File: src/rtl/led_dim_pkg.sv
// constants, types and state layout of the led dimming controller
package led_dim_pkg;
    localparam int CLOCK_HZ = 20_000_000;
    localparam int PROBE_TIME_US = 4000;
    localparam int PROBE_CYCLES = PROBE_TIME_US * (CLOCK_HZ / 1_000_000);
    localparam int NUM_CH = 6;
    localparam logic [9:0] UNUSED_MV = 10'h258;
    localparam logic [9:0] FB_TARGET_MV = 10'h15E;
    localparam logic [7:0] ADDR_DIM_PERIOD = 8'h00;
    localparam logic [7:0] ADDR_SW_PERIOD = 8'h04;
    localparam logic [7:0] ADDR_STATUS = 8'h08;
    localparam logic [7:0] ADDR_FEEDBACK = 8'h0C;
    localparam logic [19:0] DIM_PERIOD_RST = 20'h0_03E8;
    localparam logic [15:0] SW_PERIOD_RST = 16'h0028;
    localparam int ST_USED_LSB = 8;
    localparam int ST_DIRECT = 16;
    localparam int ST_SEEN = 17;
    localparam int ST_PROBING = 18;
    localparam int ST_ENABLED = 19;
    localparam int ST_MINREG = 20;
    localparam logic [19:0] CNT_MAX = 20'hF_FFFF;
    localparam logic [3:0] DIV_STEPS = 4'h8;

    typedef logic [NUM_CH-1:0][9:0] sink_mv_t;

    typedef struct packed {
        logic en_q;
        logic probing;
        logic [19:0] probe_cnt;
        logic [5:0] used;
        logic direct;
        logic seen;
        logic pwm_q;
        logic [19:0] hi_cnt;
        logic [19:0] per_cnt;
        logic [20:0] rem;
        logic [19:0] divisor;
        logic [3:0] div_step;
        logic [7:0] quo;
        logic [7:0] duty;
        logic [19:0] dim_period;
        logic [15:0] sw_period;
        logic [22:0] phase;
        logic [15:0] sw_cnt;
        logic [5:0] sink_en;
        logic probe_en;
        logic min_reg;
        logic boost_gate;
        logic boost_raise;
        logic [9:0] lowest;
        logic pready;
        logic pslverr;
        logic [31:0] prdata;
    } dim_state_t;
endpackage : led_dim_pkg

File: src/rtl/led_dimming_phase_shift_ctrl.sv
// led dimming controller with phase-shift generator and apb registers
//
// The APB slave port and the register offsets were decided locally.
`timescale 1ns/10ps
module led_dimming_phase_shift_ctrl #(
    parameter int PROBE_LEN = led_dim_pkg::PROBE_CYCLES
) (
    input wire logic clock,
    input wire logic arst_n,
    input wire logic enable,
    input wire logic brightness_input_pin,
    input wire logic brightness_input_driven,
    input wire logic dim_freq_mode_pin,
    input wire led_dim_pkg::sink_mv_t sink_feedback_pin,
    input wire logic psel,
    input wire logic penable,
    input wire logic pwrite,
    input wire logic [31:0] paddr,
    input wire logic [31:0] pwdata,
    output logic pready,
    output logic pslverr,
    output logic [31:0] prdata,
    output logic [5:0] sink_en,
    output logic probe_en,
    output logic min_reg,
    output logic boost_gate,
    output logic boost_raise,
    output logic [9:0] lowest_mv
);
    led_dim_pkg::dim_state_t state;
    led_dim_pkg::dim_state_t next_state;
    logic [2:0] used_count;
    logic [22:0] span;
    logic [5:0] ps_on;

    function automatic logic [2:0] count_bits(input logic [5:0] v);
        logic [2:0] c;
        c = 3'h0;
        for (int k = 0; k < 6; k++) begin
            c = c + {2'h0, v[k]};
        end
        return c;
    endfunction : count_bits

    assign used_count = count_bits(state.used);
    assign span = 23'(used_count) * 23'(state.dim_period);

    generate
        for (genvar i = 0; i < 6; i++) begin : g_chan
            logic [2:0] rank;
            logic [22:0] offset;
            logic [22:0] diff;
            logic [30:0] thresh;
            assign rank = count_bits(state.used & 6'((1 << i) - 1));
            assign offset = 23'(rank) * 23'(state.dim_period);
            assign diff = (state.phase >= offset) ? state.phase - offset
                : 23'(state.phase + span - offset);
            assign thresh = (31'(state.duty) * 31'(span)) >> 8;
            assign ps_on[i] = state.used[i] && (31'(diff) < thresh);
        end
    endgenerate

    always_comb begin
        logic rise;
        logic [20:0] r2;
        logic [7:0] raw;
        logic take;
        logic [22:0] ph;
        logic [9:0] low;
        logic any;
        logic [7:0] a;
        logic hit;
        next_state = state;
        rise = 1'b0;
        r2 = 21'h0;
        raw = 8'h0;
        take = 1'b0;
        ph = 23'h0;
        low = 10'h3FF;
        any = 1'b0;
        a = paddr[7:0];
        hit = 1'b0;

        // apb slave, one wait state
        hit = paddr[31:8] == 24'h0 && (a == led_dim_pkg::ADDR_DIM_PERIOD
            || a == led_dim_pkg::ADDR_SW_PERIOD
            || a == led_dim_pkg::ADDR_STATUS
            || a == led_dim_pkg::ADDR_FEEDBACK);
        next_state.pready = psel && penable && !state.pready;
        next_state.pslverr = 1'b0;
        // writes land at the edge that samples ready high
        if (psel && penable && state.pready && pwrite && hit) begin
            if (a == led_dim_pkg::ADDR_DIM_PERIOD && pwdata[19:0] != 20'h0)
            begin
                next_state.dim_period = pwdata[19:0];
                next_state.phase = 23'h0;
            end
            if (a == led_dim_pkg::ADDR_SW_PERIOD && pwdata[15:1] != 15'h0)
            begin
                next_state.sw_period = pwdata[15:0];
            end
        end
        if (psel && penable && !state.pready) begin
            next_state.pslverr = !hit;
            next_state.prdata = 32'h0000_0000;
            if (!pwrite && hit) begin
                unique case (a)
                    led_dim_pkg::ADDR_DIM_PERIOD:
                        next_state.prdata = {12'h000, state.dim_period};
                    led_dim_pkg::ADDR_SW_PERIOD:
                        next_state.prdata = {16'h0000, state.sw_period};
                    led_dim_pkg::ADDR_STATUS: begin
                        next_state.prdata[7:0] = state.duty;
                        next_state.prdata[led_dim_pkg::ST_USED_LSB +: 6] =
                            state.used;
                        next_state.prdata[led_dim_pkg::ST_DIRECT] =
                            state.direct;
                        next_state.prdata[led_dim_pkg::ST_SEEN] = state.seen;
                        next_state.prdata[led_dim_pkg::ST_PROBING] =
                            state.probing;
                        next_state.prdata[led_dim_pkg::ST_ENABLED] =
                            state.en_q;
                        next_state.prdata[led_dim_pkg::ST_MINREG] =
                            state.min_reg;
                    end
                    led_dim_pkg::ADDR_FEEDBACK:
                        next_state.prdata = {21'h0, state.boost_raise,
                            state.lowest};
                    default: next_state.prdata = 32'h0000_0000;
                endcase
            end
        end

        next_state.en_q = enable;
        next_state.pwm_q = brightness_input_pin;
        rise = brightness_input_pin && !state.pwm_q;

        if (!enable) begin
            next_state.probing = 1'b0;
            next_state.probe_cnt = 20'h0;
            next_state.used = 6'h00;
            next_state.seen = 1'b0;
            next_state.hi_cnt = 20'h0;
            next_state.per_cnt = 20'h0;
            next_state.div_step = 4'h0;
            next_state.duty = 8'h00;
            next_state.phase = 23'h0;
            next_state.sw_cnt = 16'h0;
            next_state.sink_en = 6'h00;
            next_state.probe_en = 1'b0;
            next_state.min_reg = 1'b0;
            next_state.boost_gate = 1'b0;
            next_state.boost_raise = 1'b0;
        end else if (!state.en_q) begin
            next_state.probing = 1'b1;
            next_state.probe_en = 1'b1;
            next_state.probe_cnt = 20'h0;
            next_state.direct = dim_freq_mode_pin;
        end else if (state.probing) begin
            next_state.probe_cnt = state.probe_cnt + 20'h1;
            if (state.probe_cnt == 20'(PROBE_LEN - 1)) begin
                for (int k = 0; k < 6; k++) begin
                    next_state.used[k] =
                        sink_feedback_pin[k] >= led_dim_pkg::UNUSED_MV;
                end
                next_state.probing = 1'b0;
                next_state.probe_en = 1'b0;
            end
        end else begin
            if (brightness_input_driven) begin
                next_state.seen = 1'b1;
            end
            next_state.min_reg = !(state.seen || brightness_input_driven);

            if (!state.direct) begin
                if (rise) begin
                    next_state.hi_cnt = 20'h1;
                    next_state.per_cnt = 20'h1;
                    if (state.hi_cnt >= state.per_cnt) begin
                        raw = 8'hFF;
                        take = 1'b1;
                    end else begin
                        next_state.rem = {1'b0, state.hi_cnt};
                        next_state.divisor = state.per_cnt;
                        next_state.div_step = led_dim_pkg::DIV_STEPS;
                        next_state.quo = 8'h00;
                    end
                end else begin
                    if (state.per_cnt != led_dim_pkg::CNT_MAX) begin
                        next_state.per_cnt = state.per_cnt + 20'h1;
                        next_state.hi_cnt = state.hi_cnt
                            + {19'h0, brightness_input_pin};
                    end else begin
                        raw = state.pwm_q ? 8'hFF : 8'h00;
                        take = 1'b1;
                    end
                end
                if (state.div_step != 4'h0) begin
                    r2 = {state.rem[19:0], 1'b0};
                    next_state.div_step = state.div_step - 4'h1;
                    if (r2 >= {1'b0, state.divisor}) begin
                        next_state.rem = r2 - {1'b0, state.divisor};
                        next_state.quo = {state.quo[6:0], 1'b1};
                    end else begin
                        next_state.rem = r2;
                        next_state.quo = {state.quo[6:0], 1'b0};
                    end
                    if (state.div_step == 4'h1) begin
                        raw = next_state.quo;
                        take = 1'b1;
                    end
                end
                // rise one lsb, fall needs two
                if (take && (raw > state.duty
                    || 9'(raw) + 9'h2 <= 9'(state.duty))) begin
                    next_state.duty = raw;
                end

                ph = state.phase + 23'(used_count);
                next_state.phase = (ph >= span) ? ph - span : ph;
            end

            if (!state.seen) begin
                next_state.sink_en = 6'h00;
            end else if (state.direct) begin
                next_state.sink_en = state.used
                    & {6{brightness_input_pin}};
            end else begin
                next_state.sink_en = ps_on;
            end

            if (state.sw_cnt + 16'h1 >= state.sw_period) begin
                next_state.sw_cnt = 16'h0;
            end else begin
                next_state.sw_cnt = state.sw_cnt + 16'h1;
            end
            next_state.boost_gate = (state.used != 6'h00)
                && (state.sw_cnt < (state.sw_period >> 1));

            for (int k = 0; k < 6; k++) begin
                if (state.used[k] && sink_feedback_pin[k] < low) begin
                    low = sink_feedback_pin[k];
                    any = 1'b1;
                end
            end
            next_state.lowest = any ? low : 10'h000;
            next_state.boost_raise = any
                && low < led_dim_pkg::FB_TARGET_MV;
        end
    end

    always_ff @(posedge clock or negedge arst_n) begin
        if (!arst_n) begin
            state <= '0;
            state.dim_period <= led_dim_pkg::DIM_PERIOD_RST;
            state.sw_period <= led_dim_pkg::SW_PERIOD_RST;
        end else begin
            state <= next_state;
        end
    end

    assign pready = state.pready;
    assign pslverr = state.pslverr;
    assign prdata = state.prdata;
    assign sink_en = state.sink_en;
    assign probe_en = state.probe_en;
    assign min_reg = state.min_reg;
    assign boost_gate = state.boost_gate;
    assign boost_raise = state.boost_raise;
    assign lowest_mv = state.lowest;
endmodule : led_dimming_phase_shift_ctrl

File: config.mk
export PLATFORM = sky130hd
export DESIGN_NAME = led_dimming_phase_shift_ctrl
export DESIGN_NICKNAME = d
export VERILOG_FILES = /design/src/rtl/led_dim_pkg.sv /design/src/rtl/led_dimming_phase_shift_ctrl.sv
export SDC_FILE = /design/constraint.sdc
export NUM_CORES = 2
export LEC_CHECK = 0
export BUFFER_PORTS_ARGS = -buffer_cell sky130_fd_sc_hd__buf_2
export CAP_MARGIN = 20
export CORE_ASPECT_RATIO = 1.25
export CORE_MARGIN = 2
export CORE_UTILIZATION = 45
export DETAILED_ROUTE_END_ITERATION = 16
export PLACE_DENSITY_LB_ADDON = 0.2
export SLEW_MARGIN = 5
export SYNTH_ARGS = -nofsm -noshare
export SYNTH_HDL_FRONTEND = slang
export SYNTH_SLANG_ARGS = --single-unit
File: constraint.sdc
create_clock -name clock -period 16.6 [get_ports clock]
set_clock_uncertainty 0.1 [all_clocks]
set_input_delay 3.32 -clock clock [delete_from_list [all_inputs] [get_ports clock]]
set_output_delay 3.32 -clock clock [all_outputs]
set_load 0.005 [all_outputs]
# Word level (Yosys, flattened, before mapping)
# Index checks and enable logic that the tools add are counted.
# W data, S select, Z words.
[op_classes] n_mux=104 n_mul=7 eq_ne=19 addsub=25 bitwise=5 n_lt_le_gt_ge=32 shift=0 div_mod_pow=0 n_reduce_logical=55
[ops] op="$mux W101" count=3
[ops] op="$mux W10" count=25
[ops] op="$mux W23" count=10
[ops] op="$sub A23 B23 Y23" count=9
[ops] op="$lt A23 B23 Y1" count=6
[ops] op="$mux W40" count=3
[ops] op="$ge A23 B23 Y1" count=5
[ops] op="$mux W53" count=2
[ops] op="$mux W8" count=12
[ops] op="$mul A3 B20 Y23" count=4
[ops] op="$mux W45" count=2
[ops] op="$mux W21" count=4
[ops] op="$ge A10 B10 Y1 const B" count=6
[ops] op="$pmux W14 S4" count=1
[ops] op="$mux W27" count=2
[ops] op="$lt A10 B10 Y1" count=5
[ops] op="$mux W49" count=1
[ops] op="$sub A23 B21 Y23" count=2
[ops] op="$add A20 B1 Y20 const B" count=2
[ops] op="$mux W33" count=1
[ops] op="$mul A8 B23 Y31" count=1
[ops] op="$mux W1" count=27
[ops] op="$mux W13" count=2
[ops] op="$logic_and A1 B1 Y1" count=25
[ops] op="other kinds (54)" count=87
[totals] input_bits=133 out_inout_bits=54 mem_bits_ro=0 latchBits=0 memories=0 mem_bits_rw=0 elab_cells=274 ff_bits=261

# Logic depth before layout (Yosys ltp)
[logic_depth] ltp_word=41 mapped_depth=62 depth_no_buf=55

# Least setup slack after synthesis
# No wires, ideal clock.
[synth_path] kind="in2reg" startpoint="input sink_feedback_pin[7] (netlist bit)" endpoint="register state (netlist bit boost_raise)" path_buffers=5 t_required_ns=16.365 setup_time_ns=0.135 path_slack_ns=2.813 arrival_ns=13.552 stages=55 path_cell_list="nor2_1 ha_1 nand4_1 or3_1 or3_1 nand2_1 clkbuf_1 nor2_1 a21oi_1 inv_1 ha_1 and4_1 and2_1 nand2_1 nor2b_1 a311o_1 nor3_1 clkbuf_1 (+19 left out) nor2_1 a31oi_1 buf_2 mux2_2 ha_1 a21o_1 a21oi_1 nor2b_1 o21ai_0 nand2b_1 a21oi_1 nor2b_1 o21ai_0 nand3b_1 o41ai_4 mux2_2 a2111oi_0 o41ai_1"
[synth_via] elab_chain_cells=41 word_cells_on_any_way=50 classes_between="order compare (7); mux (36); reduce/logical (7)"
[synth_rtl] element="from (decl)" line_no="led_dimming_phase_shift_ctrl.sv:14" rtl="input wire led_dim_pkg::sink_mv_t sink_feedback_pin,"
[synth_rtl] element="$lt A10 B10 Y1" line_no="led_dimming_phase_shift_ctrl.sv:241" rtl="if (state.used[k] && sink_feedback_pin[k] < low) begin"
[synth_rtl] element="$logic_and A1 B1 Y1" line_no="led_dimming_phase_shift_ctrl.sv:241"
[synth_rtl] element="$mux W10" line_no="led_dimming_phase_shift_ctrl.sv:241"
[synth_rtl] element="$mux W10" line_no="led_dimming_phase_shift_ctrl.sv:159" rtl="end else if (state.probing) begin"
[synth_rtl] element="$mux W10" line_no="led_dimming_phase_shift_ctrl.sv:154" rtl="end else if (!state.en_q) begin"
[synth_rtl] element="$mux W10" line_no="led_dimming_phase_shift_ctrl.sv:138" rtl="if (!enable) begin"
[synth_rtl] element="$lt A10 B10 Y1" line_no="led_dimming_phase_shift_ctrl.sv:241"
[synth_rtl] element="$logic_and A1 B1 Y1" line_no="led_dimming_phase_shift_ctrl.sv:241"
[synth_rtl] element="(+25 left out)"
[synth_rtl] element="$mux W10" line_no="led_dimming_phase_shift_ctrl.sv:159"
[synth_rtl] element="$mux W10" line_no="led_dimming_phase_shift_ctrl.sv:154"
[synth_rtl] element="$mux W10" line_no="led_dimming_phase_shift_ctrl.sv:138"
[synth_rtl] element="$lt A10 B9 Y1" line_no="led_dimming_phase_shift_ctrl.sv:248" rtl="&& low < led_dim_pkg::FB_TARGET_MV;"
[synth_rtl] element="$logic_and A1 B1 Y1 *" line_no="led_dimming_phase_shift_ctrl.sv:248"
[synth_rtl] element="$mux W13 *" line_no="led_dimming_phase_shift_ctrl.sv:159"
[synth_rtl] element="$mux W13 *" line_no="led_dimming_phase_shift_ctrl.sv:154"
[synth_rtl] element="$mux W49 *" line_no="led_dimming_phase_shift_ctrl.sv:138"
[synth_rtl] element="to (signal assigned)" line_no="led_dimming_phase_shift_ctrl.sv:258" rtl="state <= next_state;"
[synth_rtl] element="to (decl)" line_no="led_dimming_phase_shift_ctrl.sv:30" rtl="led_dim_pkg::dim_state_t state;"
# Mark *: on every way between the ends. The rest lies on a longest branch, timed or not. The select of a mux whose other input is x is not followed.
# A chain may end at the register's enable or synchronous reset.

# Worst setup path in the final report
[layout_path] startpoint="register state[234] (netlist bit)" endpoint="register state (netlist bit sink_en[5])"
[layout_via] elab_chain_cells=16 word_cells_on_any_way=20 classes_between="add/sub (8); mul (3); order compare (2); mux (6); reduce/logical (1)"
[layout_rtl] element="$add A1 B1 Y2 *" line_no="led_dimming_phase_shift_ctrl.sv:40" rtl="c = c + {2'h0, v[k]};"
[layout_rtl] element="$add A2 B1 Y3 *" line_no="led_dimming_phase_shift_ctrl.sv:40"
[layout_rtl] element="$add A3 B1 Y3 * (2 in series)" line_no="led_dimming_phase_shift_ctrl.sv:40"
[layout_rtl] element="$add A3 B1 Y3" line_no="led_dimming_phase_shift_ctrl.sv:40"
[layout_rtl] element="$mul A3 B20 Y23" line_no="led_dimming_phase_shift_ctrl.sv:46" rtl="assign span = 23'(used_count) * 23'(state.dim_period);"
[layout_rtl] element="$add A23 B23 Y23" line_no="led_dimming_phase_shift_ctrl.sv:57" rtl=": 23'(state.phase + span - offset);"
[layout_rtl] element="$sub A23 B23 Y23" line_no="led_dimming_phase_shift_ctrl.sv:57"
[layout_rtl] element="$mux W23" line_no="led_dimming_phase_shift_ctrl.sv:56" rtl="assign diff = (state.phase >= offset) ? state.phase - offset"
[layout_rtl] element="$lt A23 B23 Y1 *" line_no="led_dimming_phase_shift_ctrl.sv:59" rtl="assign ps_on[i] = state.used[i] && (31'(diff) < thresh);"
[layout_rtl] element="$logic_and A1 B1 Y1 *" line_no="led_dimming_phase_shift_ctrl.sv:59"
[layout_rtl] element="$mux W6 *" line_no="led_dimming_phase_shift_ctrl.sv:225" rtl="end else if (state.direct) begin"
[layout_rtl] element="$mux W6 *" line_no="led_dimming_phase_shift_ctrl.sv:223" rtl="if (!state.seen) begin"
[layout_rtl] element="$mux W45 *" line_no="led_dimming_phase_shift_ctrl.sv:159"
[layout_rtl] element="$mux W45 *" line_no="led_dimming_phase_shift_ctrl.sv:154"
[layout_rtl] element="$mux W49 *" line_no="led_dimming_phase_shift_ctrl.sv:138"
# Marks and branches as above.

==> flow_summary.json <==
{
  "cpMaxStageDelayCell": "fa_1",
  "critPathTopFamily": "adder cells",
  "firstDrtPassIters": 6,
  "pin_count": 187,
  "grt_pass1_wl_mm": 233,
  "setup_tns_ps": 0,
  "slowest_delay_ps": 1170,
  "worst_slack_ps": 1710,
  "grt_max_degree": 142,
  "tightestPinTransition_ps": 1130,
  "syn_inst": 5718,
  "synth_flop_cell": "dfrtp_1",
  "ir_worst_vdd_uv": 273,
  "cts_root_buf": "clkbuf_16",
  "num_rows": 128,
  "drc": 0,
  "critPathMaxFanout": 21,
  "placed_area_mm2": 0.0471,
  "reg2regPathDepth": 51,
  "crit_required_ps": 16980,
  "die_area_mm2": 0.101,
  "critPathBufInv": 7,
  "layout_commonest_cell": "nand2_1",
  "r2r-end": "sink_en[5]",
  "routabilityCongestion": 0.982,
  "final_cell_mix": "742 x nand2_1, 697 x ha_1, 599 x inv_1",
  "setup-violations-final": 0,
  "cts_buffer_depth": 3,
  "cpMostUsedCell": "fa_1",
  "arrival_ps": 15270,
  "grtUsageTotal": 0.294,
  "holdCritPathClass": "reg -> reg",
  "hold_depth": 2,
  "crit_type": "reg -> reg",
  "yosysTopAreaCell": "ha_1",
  "ff2ff_setup_slack_ps": 1710,
  "layout.cells.non_filler": 7168,
  "maxCapViolations": 0,
  "start_util": 0.455,
  "path_clk_slew_ps": 60,
  "design_area_mm2": 0.0481,
  "outcome": "complete, no violations",
  "timing.final.crit_share": 0.897,
  "dpl.cell_count": 7108,
  "hp-start": "state[158]",
  "cts_resized": 0,
  "finalHoldViolCount": 0,
  "min_to": "state[158]",
  "route.vias.total": 41600,
  "die_w_um": 285,
  "largest_register": "state",
  "cts_sinks": 248,
  "async_reset_ff_frac": 1.00,
  "insertion_delay_ps": 590,
  "die_y_um": 356,
  "synth.avg_cell_area_um2": 7.78,
  "largest_reg_flops": 205,
  "ys_top_cells_by_area": "ha_1 20%, dfrtp_1 14%, fa_1 9.8%",
  "fmax_mhz": 67.1,
  "area_growth_pct": 8.07,
  "ys_types": 81,
  "hpwlAfterDp_mm": 120,
  "cellPowerDensity_mw_per_mm2": 192,
  "cts.htree.levels": 1,
  "vias_per_cell": 5.80,
  "worstSetupEndpointType": "flop",
  "cts_made_buffers": 29,
  "grt_antenna_before_repair": 12,
  "globalRouteOverflowTotal": 0,
  "power.leakage_nw": 23.6,
  "synth_area_mm2": 0.0445,
  "wl_per_cell_um": 21.2,
  "ant_nets": 0,
  "min_period_ps": 14890,
  "grt_setup_unrepaired": "false",
  "first_iter_violations": 2944,
  "post_cts_buffers": 0,
  "place_ws_ps": 1730,
  "wl_mm": 152,
  "power_mw": 9.22,
  "slew_viol_final": 0,
  "fin_hold_ws_ps": 380,
  "fin_util": 0.492,
  "grt_pass1_vias": 40200,
  "crit_path_start_kind": "flop",
  "slew_headroom": 0.243,
  "nets": 6888,
  "synth_warnings": 0,
  "cts_tree": "yes",
  "reg2reg_from": "state[234]",
  "io_buffers": 163,
  "synth_edf_count": 0,
  "seq_area_frac_synth": 0.140,
  "drive_gt1_frac": 0.0776,
  "cts-hold-fix-buffers": 0,
  "core_area_mm2": 0.0977,
  "ys_ff_latch": 248,
  "synth_top_area_frac": 0.196
}
layout make-up:
class / instances / area, µm²
Tap cell: 1300 / 1630
Clock inverter: 14 / 143
Sequential cell: 248 / 6220
Inverter: 602 / 2260
Antenna cell: 8 / 20.0
Timing Repair Buffer: 298 / 1860
Clock buffer: 37 / 806
Fill cell: 9713 / 49600
Multi-Input combinational cell: 4661 / 35100
how the worst max path moves through the flow:
| stage | cells after the start | end | slack, ps | startpoint |
|---|---|---|---|---|
| floorplan | 55 | boost_raise | 2810 | sink_feedback_pin[7] |
| global placement | 50 | boost_raise | 1820 | sink_feedback_pin[9] |
| CTS | 48 | sink_en[5] | 1860 | state[234] |
| global route | 48 | sink_en[5] | 920 | state[234] |
| finish | 51 | sink_en[5] | 1710 | state[234] |
| detailed placement | 50 | boost_raise | 1730 | sink_feedback_pin[7] |
where the power goes:
| part | switching [mW] | leakage, nW | total [mW] | internal, mW |
|---|---|---|---|---|
| logic | 4.39 | 19.8 | 7.86 | 3.47 |
| registers | 0.0605 | 3.32 | 0.698 | 0.637 |
| clock network | 0.285 | 0.475 | 0.659 | 0.374 |
| total | 4.74 | 23.6 | 9.22 | 4.48 |
cells by family (layout without fill, tap and decap cells):
family,count (synthesis),in the layout,share of synthesized area
other,1,19,0.0000843
buffers and inverters,819,951,0.0733
DFF,248,248,0.140
muxes,103,103,0.0274
AOI/OAI and AO/OA,1335,1335,0.190
adders and majority gates,915,915,0.294
and+or+nand+nor,1932,1932,0.203
xor gates and xnor gates,365,365,0.0722
cell usage after synthesis (12+ instances only):
cell	count
a211o_1	16
a211oi_1	33
a21boi_0	54
a21o_1	139
a21oi_1	335
a31o_2	12
a31oi_1	19
a32o_1	12
and2_1	86
and3_1	50
and4_1	18
buf_4	48
clkbuf_1	159
dfrtp_1	240
fa_1	218
ha_1	697
inv_1	599
mux2_2	39
mux2i_1	53
nand2_1	742
nand2b_1	78
nand3_1	109
nand3b_1	26
nand4_1	84
nor2_1	429
nor2b_1	79
nor3_1	113
nor4_1	27
o211ai_1	17
o21a_1	60
o21ai_0	391
o21bai_1	66
o22ai_1	14
o31a_1	16
o31ai_1	38
o41ai_1	17
or2_2	19
or3_1	41
xnor2_1	227
xor2_1	137
metal layers:
metal	GRT usage	routed length, µm	share of wire
met1	0.370	63500	0.42
met2	0.506	71400	0.47
met3	0.0337	9120	0.060
met4	0.130	7870	0.052
met5	0	7	0.000046
worst reg2reg max path, delay by kind of cell (launching register included):
kind	cells	cell delay (ps)
adder cells (fa/ha/maj)	14	6970
XOR/XNOR	1	150
flip-flops	1	720
AO/OA/AOI/OAI	20	4240
buffers and inverters	7	900
AND/OR/NAND/NOR	9	1680
Power figures use the tool's default switching activity.
